**config.mk**
```make
export PLATFORM = sky130hd
export DESIGN_NAME = iswu_top
export DESIGN_NICKNAME = d
export VERILOG_FILES = /design/src/shared/iswu_pkg.sv /design/src/iswu_prio.sv /design/src/iswu_top.sv
export VERILOG_INCLUDE_DIRS = /design/src /design/src/shared
export SDC_FILE = /design/constraint.sdc
export NUM_CORES = 1
export LEC_CHECK = 0
export ABC_AREA = 1
export BUFFER_PORTS_ARGS = -buffer_cell sky130_fd_sc_hd__buf_2
export CAP_MARGIN = 10
export CELL_PAD_IN_SITES_DETAIL_PLACEMENT = 0
export CELL_PAD_IN_SITES_GLOBAL_PLACEMENT = 1
export CORE_MARGIN = 1
export CORE_UTILIZATION = 30
export CTS_BUF_LIST = sky130_fd_sc_hd__clkbuf_2 sky130_fd_sc_hd__clkbuf_4 sky130_fd_sc_hd__clkbuf_8
export DETAILED_ROUTE_END_ITERATION = 12
export PLACE_DENSITY = 0.7
export SLEW_MARGIN = 10
export SYNTH_ARGS = -nofsm -noshare
export SYNTH_HDL_FRONTEND = slang
export SYNTH_SLANG_ARGS = --single-unit
```
**constraint.sdc**
```tcl
create_clock -name clk -period 2.75 [get_ports clk]
set_input_delay 0.55 -clock clk [delete_from_list [all_inputs] [get_ports clk]]
set_output_delay 0.55 -clock clk [all_outputs]
set_load 0.01 [all_outputs]
```
**src/shared/iswu_cfg.svh**
```systemverilog
// constants of the interrupt and stop wake unit
`ifndef ISWU_CFG_SVH
`define ISWU_CFG_SVH

`define ISWU_ADDR_W      3
`define ISWU_DATA_W      8
`define ISWU_VEC_W       12
`define ISWU_NSRC        8

// register indices on the plain register port
`define ISWU_REG_IRQ_EN  3'h0
`define ISWU_REG_FLAGS   3'h1
`define ISWU_REG_CTRL    3'h2
`define ISWU_REG_STATUS  3'h3

// control register fields
`define ISWU_CTRL_PSE_LSB  0
`define ISWU_CTRL_PSE_MSB  2
`define ISWU_CTRL_PLVL     3
`define ISWU_CTRL_KSE      4
`define ISWU_CTRL_KLVL     5

// flag indices per source
`define ISWU_SRC_PORT    0
`define ISWU_SRC_TIMER_ONE    1
`define ISWU_SRC_PIN     2
`define ISWU_SRC_PRE     3
`define ISWU_SRC_TIMER_TWO    4
`define ISWU_SRC_KEY     5
`define ISWU_SRC_RFC     6
`define ISWU_SRC_TIMER_THREE    7

// external sources that wake from stop
`define ISWU_EXT_MASK    8'h25

// vector table, source 7 in the top slice
`define ISWU_VEC_TABLE   {12'h02c, 12'h028, 12'h024, 12'h020, 12'h01c, 12'h010, 12'h018, 12'h014}

// sources from highest to lowest priority, first in the low slice
`define ISWU_PRIO_ORDER  {3'h5, 3'h2, 3'h0, 3'h6, 3'h7, 3'h4, 3'h1, 3'h3}

`define ISWU_RST_BYTE    8'h00
`define ISWU_RST_VEC     12'h000

`endif

```
**src/shared/iswu_pkg.sv**
```systemverilog
// types of the interrupt and stop wake unit
package iswu_pkg;

  // class of the instruction the core starts
  typedef enum logic [2:0] {
    OP_PLAIN      = 3'h0,
    OP_EIGHT_CYC  = 3'h1,
    OP_SHIFT_BANK = 3'h2,
    OP_ACC_EIGHT  = 3'h3,
    OP_TABLE_COPY = 3'h4,
    OP_SET_IRQ_EN = 3'h5,
    OP_RETURN     = 3'h6
  } iswu_op_e;

  typedef enum logic [1:0] {
    ST_RUN  = 2'b01,
    ST_STOP = 2'b10
  } iswu_state_e;

endpackage : iswu_pkg

```
**src/iswu_prio.sv**
```systemverilog
// fixed priority selector over the eight request lines
`timescale 1ns/1ps
`include "iswu_cfg.svh"

module iswu_prio (
  input  wire logic [`ISWU_NSRC-1:0] req,
  output logic                       any,
  output logic [2:0]                 idx
);

  localparam logic [23:0] ORDER = `ISWU_PRIO_ORDER;

  // walk from lowest rank up so the highest ranked request wins last
  always_comb begin
    any = 1'b0;
    idx = 3'h0;
    for (int r = `ISWU_NSRC - 1; r >= 0; r--) begin
      if (req[ORDER[r*3 +: 3]]) begin
        any = 1'b1;
        idx = ORDER[r*3 +: 3];
      end
    end
  end

endmodule : iswu_prio

```
**src/iswu_top.sv**
```systemverilog
// interrupt request, priority and stop wake unit
//
// The register offsets and the plain strobed port are this design's own decisions.
`timescale 1ns/1ps
`include "iswu_cfg.svh"

module iswu_top #(
  parameter bit INT_RISING = 1'b1
) (
  input  wire logic                    clk,
  input  wire logic                    reset_n,
  // register port
  input  wire logic [`ISWU_ADDR_W-1:0] reg_addr,
  input  wire logic [`ISWU_DATA_W-1:0] reg_wdata,
  input  wire logic                    reg_wr,
  input  wire logic                    reg_rd,
  output logic      [`ISWU_DATA_W-1:0] reg_rdata_q,
  // request sources
  input  wire logic                    int_pin,
  input  wire logic [3:0]              port_group_a,
  input  wire logic [3:0]              port_group_c,
  input  wire logic [3:0]              port_group_d,
  input  wire logic [3:0]              keyscan_inputs,
  input  wire logic                    scan_cycle_end,
  input  wire logic                    timer_one_uf,
  input  wire logic                    timer_two_uf,
  input  wire logic                    timer_three_uf,
  input  wire logic                    prescaler_ovf,
  input  wire logic                    rfc_period_end,
  // core sequencer
  input  wire logic                    op_start,
  input  wire iswu_pkg::iswu_op_e      op_class,
  input  wire logic                    stop_req,
  output logic                         irq_take_q,
  output logic      [`ISWU_VEC_W-1:0]  irq_vector_q,
  output logic                         stop_active,
  output logic                         stop_refused_q,
  output logic                         wake_plain_q
);

  localparam logic [`ISWU_NSRC*`ISWU_VEC_W-1:0] VECS = `ISWU_VEC_TABLE;
  localparam logic [`ISWU_NSRC-1:0] EXT = `ISWU_EXT_MASK;

  logic [`ISWU_NSRC-1:0]  flag_q, flag_d, en_q, en_d, set_v, clr_v;
  logic [2:0]             pse_q;
  logic                   plvl_q, kse_q, klvl_q;
  logic                   pin_q;
  logic [11:0]            port_q;
  logic [3:0]             key_q;
  logic                   after_q, ret_stop_q;
  iswu_pkg::iswu_state_e  state_q, state_d;

  wire in_stop = (state_q == iswu_pkg::ST_STOP);
  wire in_run  = (state_q == iswu_pkg::ST_RUN);
  assign stop_active = in_stop;

  // register decode
  wire wr_en    = reg_wr && (reg_addr == `ISWU_REG_IRQ_EN);
  wire wr_flags = reg_wr && (reg_addr == `ISWU_REG_FLAGS);
  wire wr_ctrl  = reg_wr && (reg_addr == `ISWU_REG_CTRL);

  // pin edge, sampled once per machine cycle; shorter pulses may be missed
  wire pin_rise = int_pin && !pin_q;
  wire pin_fall = !int_pin && pin_q;
  wire pin_edge = INT_RISING ? pin_rise : pin_fall;

  // port groups masked by their switch enables
  wire [11:0] port_now = {port_group_d & {4{pse_q[2]}},
                          port_group_c & {4{pse_q[1]}},
                          port_group_a & {4{pse_q[0]}}};
  wire [11:0] port_old = port_q & {{4{pse_q[2]}}, {4{pse_q[1]}}, {4{pse_q[0]}}};
  wire port_any_high = |(port_now & ~port_old);
  wire port_or_chg   = (|port_now) != (|port_old);
  wire port_evt = plvl_q ? port_any_high : port_or_chg;

  // keyscan: end of scan cycle, or a key going high in level mode
  wire key_high = |(keyscan_inputs & ~key_q);
  wire key_evt  = kse_q && (klvl_q ? key_high : scan_cycle_end);

  // internal sources are frozen while stopped
  wire run_ok = in_run;

  // event vector in flag order
  assign set_v[`ISWU_SRC_PORT] = port_evt;
  assign set_v[`ISWU_SRC_TIMER_ONE] = timer_one_uf && run_ok;
  assign set_v[`ISWU_SRC_PIN]  = pin_edge && en_q[`ISWU_SRC_PIN];
  assign set_v[`ISWU_SRC_PRE]  = prescaler_ovf && run_ok;
  assign set_v[`ISWU_SRC_TIMER_TWO] = timer_two_uf && run_ok;
  assign set_v[`ISWU_SRC_KEY]  = key_evt;
  assign set_v[`ISWU_SRC_RFC]  = rfc_period_end && run_ok;
  assign set_v[`ISWU_SRC_TIMER_THREE] = timer_three_uf && run_ok;

  // hold-off: classes that block acceptance, plus the instruction after some
  wire cls_hold = (op_class == iswu_pkg::OP_EIGHT_CYC)  ||
                  (op_class == iswu_pkg::OP_SHIFT_BANK) ||
                  (op_class == iswu_pkg::OP_ACC_EIGHT)  ||
                  (op_class == iswu_pkg::OP_TABLE_COPY) ||
                  (op_class == iswu_pkg::OP_SET_IRQ_EN) ||
                  (op_class == iswu_pkg::OP_RETURN);
  wire hold = cls_hold || after_q;
  wire sets_after = (op_class == iswu_pkg::OP_SHIFT_BANK) ||
                    (op_class == iswu_pkg::OP_TABLE_COPY);

  // pending requests; only external ones can fire while stopped
  wire [`ISWU_NSRC-1:0] pend = flag_q & en_q & (in_stop ? EXT : {`ISWU_NSRC{1'b1}});
  logic       sel_any;
  logic [2:0] sel_idx;

  iswu_prio u_prio (
    .req (pend),
    .any (sel_any),
    .idx (sel_idx)
  );

  // acceptance at an instruction start, or at once while stopped
  wire accept = sel_any && (in_stop || (op_start && !hold));
  wire [`ISWU_VEC_W-1:0] vec_sel = VECS[sel_idx*`ISWU_VEC_W +: `ISWU_VEC_W];

  // a non-interrupt wake: external flag without a taken request
  wire ext_pend  = |(flag_q & EXT);
  wire wake_evt  = in_stop && ext_pend && !accept;
  wire ret_back  = in_run && op_start && (op_class == iswu_pkg::OP_RETURN) && ret_stop_q;
  wire stop_ok   = in_run && stop_req && !ext_pend;
  wire stop_no   = in_run && stop_req && ext_pend;

  // clear vector: software write-one, the taken source, or all when a request is taken while stopped
  always_comb begin
    clr_v = wr_flags ? reg_wdata : `ISWU_RST_BYTE;
    if (accept && in_stop) begin
      clr_v = {`ISWU_NSRC{1'b1}};
    end else if (accept) begin
      clr_v[sel_idx] = 1'b1;
    end
  end

  // per flag update, set wins over clear
  for (genvar i = 0; i < `ISWU_NSRC; i++) begin : g_flag
    assign flag_d[i] = set_v[i] || (flag_q[i] && !clr_v[i]);
  end

  // enables: software loads them, acceptance clears them all
  assign en_d = accept ? `ISWU_RST_BYTE : (wr_en ? reg_wdata : en_q);

  // run/stop sequencing
  always_comb begin
    state_d = state_q;
    unique case (state_q)
      iswu_pkg::ST_RUN: begin
        if (stop_ok || ret_back) begin
          state_d = iswu_pkg::ST_STOP;
        end
      end
      iswu_pkg::ST_STOP: begin
        if (accept || wake_evt) begin
          state_d = iswu_pkg::ST_RUN;
        end
      end
      default: state_d = iswu_pkg::ST_RUN;
    endcase
  end

  // read mux
  wire [`ISWU_DATA_W-1:0] ctrl_rd = {2'h0, klvl_q, kse_q, plvl_q, pse_q};
  wire [`ISWU_DATA_W-1:0] stat_rd = {5'h00, ret_stop_q, in_run, in_stop};
  wire [`ISWU_DATA_W-1:0] rd_mux =
    (reg_addr == `ISWU_REG_IRQ_EN) ? en_q :
    (reg_addr == `ISWU_REG_FLAGS)  ? flag_q :
    (reg_addr == `ISWU_REG_CTRL)   ? ctrl_rd :
    (reg_addr == `ISWU_REG_STATUS) ? stat_rd : `ISWU_RST_BYTE;

  // flags, enables and control
  always_ff @(posedge clk) begin
    if (!reset_n) begin
      flag_q <= `ISWU_RST_BYTE;
      en_q   <= `ISWU_RST_BYTE;
      pse_q  <= 3'h0;
      plvl_q <= 1'b0;
      kse_q  <= 1'b0;
      klvl_q <= 1'b0;
    end else begin
      flag_q <= flag_d;
      en_q   <= en_d;
      if (wr_ctrl) begin
        pse_q  <= reg_wdata[`ISWU_CTRL_PSE_MSB:`ISWU_CTRL_PSE_LSB];
        plvl_q <= reg_wdata[`ISWU_CTRL_PLVL];
        kse_q  <= reg_wdata[`ISWU_CTRL_KSE];
        klvl_q <= reg_wdata[`ISWU_CTRL_KLVL];
      end
    end
  end

  // input history for edge detection; cleared to low so a high at release counts
  always_ff @(posedge clk) begin
    if (!reset_n) begin
      pin_q  <= 1'b0;
      port_q <= 12'h000;
      key_q  <= 4'h0;
    end else begin
      pin_q  <= int_pin;
      port_q <= {port_group_d, port_group_c, port_group_a};
      key_q  <= keyscan_inputs;
    end
  end

  // sequencing state and the follow-on hold
  always_ff @(posedge clk) begin
    if (!reset_n) begin
      state_q    <= iswu_pkg::ST_RUN;
      after_q    <= 1'b0;
      ret_stop_q <= 1'b0;
    end else begin
      state_q <= state_d;
      if (op_start) begin
        after_q <= sets_after;
      end
      if (accept && in_stop) begin
        ret_stop_q <= 1'b1;
      end else if (ret_back) begin
        ret_stop_q <= 1'b0;
      end
    end
  end

  // outputs to the core and the register port
  always_ff @(posedge clk) begin
    if (!reset_n) begin
      irq_take_q     <= 1'b0;
      irq_vector_q   <= `ISWU_RST_VEC;
      stop_refused_q <= 1'b0;
      wake_plain_q   <= 1'b0;
      reg_rdata_q    <= `ISWU_RST_BYTE;
    end else begin
      irq_take_q     <= accept;
      stop_refused_q <= stop_no;
      wake_plain_q   <= wake_evt;
      reg_rdata_q    <= reg_rd ? rd_mux : `ISWU_RST_BYTE;
      if (accept) begin
        irq_vector_q <= vec_sel;
      end
    end
  end

  // class of the previous instruction, kept apart from the hold logic so the check is independent
  iswu_pkg::iswu_op_e prev_cls_q;
  always_ff @(posedge clk) begin
    if (!reset_n) begin
      prev_cls_q <= iswu_pkg::OP_PLAIN;
    end else if (op_start) begin
      prev_cls_q <= op_class;
    end
  end
endmodule : iswu_top

```
==> results.ini <==
[run_status]
status = complete, no violations

[die]
fp.dieW_um = 99.24
initial_core_util_pct = 30.84
dieArea_sq_um = 9848
dieHeight_um = 99.24
fp-row-count = 35
io_pins = 67
core_area_sq_um = 9196

[power_and_ir_drop]
p_leak_nw = 1.746
p_per_area_nw_per_um2 = 556.9
power_mw = 1.894
peakVddDrop_uv = 243.2

[timing]
setup_tns_ps = 0
rsz0062_at_grt = false
skew_ps = 8.553
hold_viol_final = 0
finalMaxSlewViolations = 0
setup_violations = 0
fin_crit_sh_pct = 63.99
period_minus_slack_ps = 1760
slew_headroom_pct = 58.83
worst_pin_slew_ps = 613.8
clock.fmax_mhz = 568.2

[critical_path]
rr_endpoint = flag_q[0]
cp-end-kind = output port
reg2reg_from = state_q[0]
r2r_cells = 11
cp.arrival_ps = 1210
critical_path_class = reg -> out
crit_path_max_fanout = 9
reg2reg_slack_ps = 1120
cp-start-kind = register
required_ps = 2200

[drt]
drc = 0
wl_met1_mm = 3.700
drt_pass1_iterations = 5
dr.first_iter.drc_count = 160
antenna_left = 0
wl_met2_mm = 3.462
top_layer = met4
routed_wl_mm = 7.665
vias = 2799
wire_per_inst_um = 12.75
wl_met3_um = 412
via_per_inst = 4.657

[cts]
clk_pin_slew_ps = 60
cts_buffer_depth = 2
clockRootBuffer = clkbuf_8
clock_sinks = 58
cts_tree = yes
cts.repair.resized = 0
cts_setup_buffers = 0
cts_made_buffers = 9
worstSkewPairLatency_ps = 340
cts.htree.levels = 3
cts_hold_buf = 0

[logic_synthesis]
ys_seq_area_share_pct = 40.94
synth-seq-cells = 58
avgSynthCellArea_sq_um = 6.658
synth_area_sq_um = 2836
yosysWarnings = 0
synth_cells = 426
synth_cell_types = 33

[finish]
final_util_pct = 36.98
final_cell_mix = nand2_1, dfxtp_1, buf_2
area_growth_pct = 19.89
fin_area_sq_um = 3401
n_antenna_cell = 0
drive_above_1_share_pct = 20.20
final_nets = 529
finalNonFillerCells = 601
layout_commonest_cell = nand2_1

[global_route]
antenna_found_initial = 0
grt_pass1_vias = 2647
grt_max_degree = 24
overflow = 0
grt_first_pass_wirelength_mm = 13.01
grt_usage_pct = 17.25

[hold_path]
hold_depth = 3
holdCritStartpoint = port_group_d[0]
worstHoldPathType = in -> reg
hold_end = port_q[8]

[placement]
dp.cells = 586
placedInstanceArea_sq_um = 3208
gp_congestion = 0.8259
portBuffers = 58
hpwl_mm = 5.932

[job]
drv_cap = 0

worst max-delay path, stage by stage (launching register included):
cell and delay [ps]:
dfxtp_1 390, inv_2 70, nor2_4 230, buf_2 190
routing by layer:
layer,vias to the layer above,global-route usage [%]
met5,-,0
met4,0,6.561
met3,8,3.795
met2,82,27.62
met1,1258,22.70
li1,1451,-
registers in the layout, indices dropped and copies added (netlist names):
signal,flops
irq_vector_q,4
stop_refused_q,1
pin_q,1
en_q,8
wake_plain_q,1
irq_take_q,1
reg_rdata_q,8
key_q,4
pse_q,3
state_q,2
kse_q,1
klvl_q,1
port_q,12
ret_stop_q,1
flag_q,8
after_q,1
plvl_q,1
metrics by stage:
step,hold slack (ps),worst slack (ps)
finish,410.2,990.2
global route,412.6,923.3
CTS,398.1,969.2
detailed placement,451.1,912.9
global placement,447.5,902.0
floorplan,453.3,1238
where the power goes:
group          total [mW]  leakage, nW  internal (mW)  switching, mW
registers           0.899        0.475          0.876         0.0234
logic               0.208         1.17         0.0735          0.134
clock network       0.787        0.103          0.456          0.332
total                1.89         1.75           1.40          0.489
layout make-up:
cell class | instances | area, sq um
clock buffer | 12 | 152.6
clock inverter | 3 | 40.04
fill | 1046 | 5796
inverter | 57 | 216.5
multi-input combinational | 299 | 1379
sequential | 58 | 1161
tap | 111 | 138.9
timing repair buffer | 61 | 312.8
synth_stat cells:
library cell  number  area [sq um]
nand2_4            4         45.04
a31oi_1            3         18.77
buf_2              4         20.02
nand3_1           37         185.2
nand3_2            1         10.01
nand2_1          134         503.0
o221ai_1           3         26.28
nor2_2             1         6.260
inv_4              1         6.260
o31ai_1            2         15.01
o22ai_1            3         18.77
or2_2              4         25.02
nand2_2            2         12.51
o21ai_2            2         17.52
clkbuf_1           6         22.52
conb_1             1         3.750
buf_4              8         60.06
inv_2              4         15.01
nand4_1            2         12.51
o21ai_1            1         5.000
nor2_1            36         135.1
dfxtp_1           58          1161
inv_1             51         191.4
o21a_1             1         7.510
clkinv_1           1         3.750
buf_1              1         3.750
nor2_4             2         22.52
o21ai_0            7         35.03
a21oi_2            2         17.52
o211ai_1           1         7.510
a21oi_1           36         180.2
nor3_1             4         20.02
nand3b_1           3         22.52
worst max-delay path by stage:
stage / startpoint / end / slack, ps / cells past startpoint
2_1_floorplan: reg_wr / flag_q[3] / 1240 / 8
3_3_place_gp: op_class[0] / flag_q[0] / 900 / 10
3_5_place_dp: op_class[0] / flag_q[0] / 910 / 10
4_1_cts: state_q[1] / stop_active / 970 / 3
5_1_grt: en_q[1] / irq_vector_q[3] / 920 / 7
6_report: state_q[1] / stop_active / 990 / 3
cell families (layout without fill, tap and decap cells):
kind of cell           count (synthesis)  count (layout)  share of synthesized area [%]
AOI/OAI and AO/OA                     61              61                          12.31
buffers and inverters                 76             133                          11.38
DFF                                   58              58                          40.94
other                                  1               8                         0.1322
and+or+nand+nor                      230             230                          35.24
No activity file was read; power rests on OpenSTA's default activity.
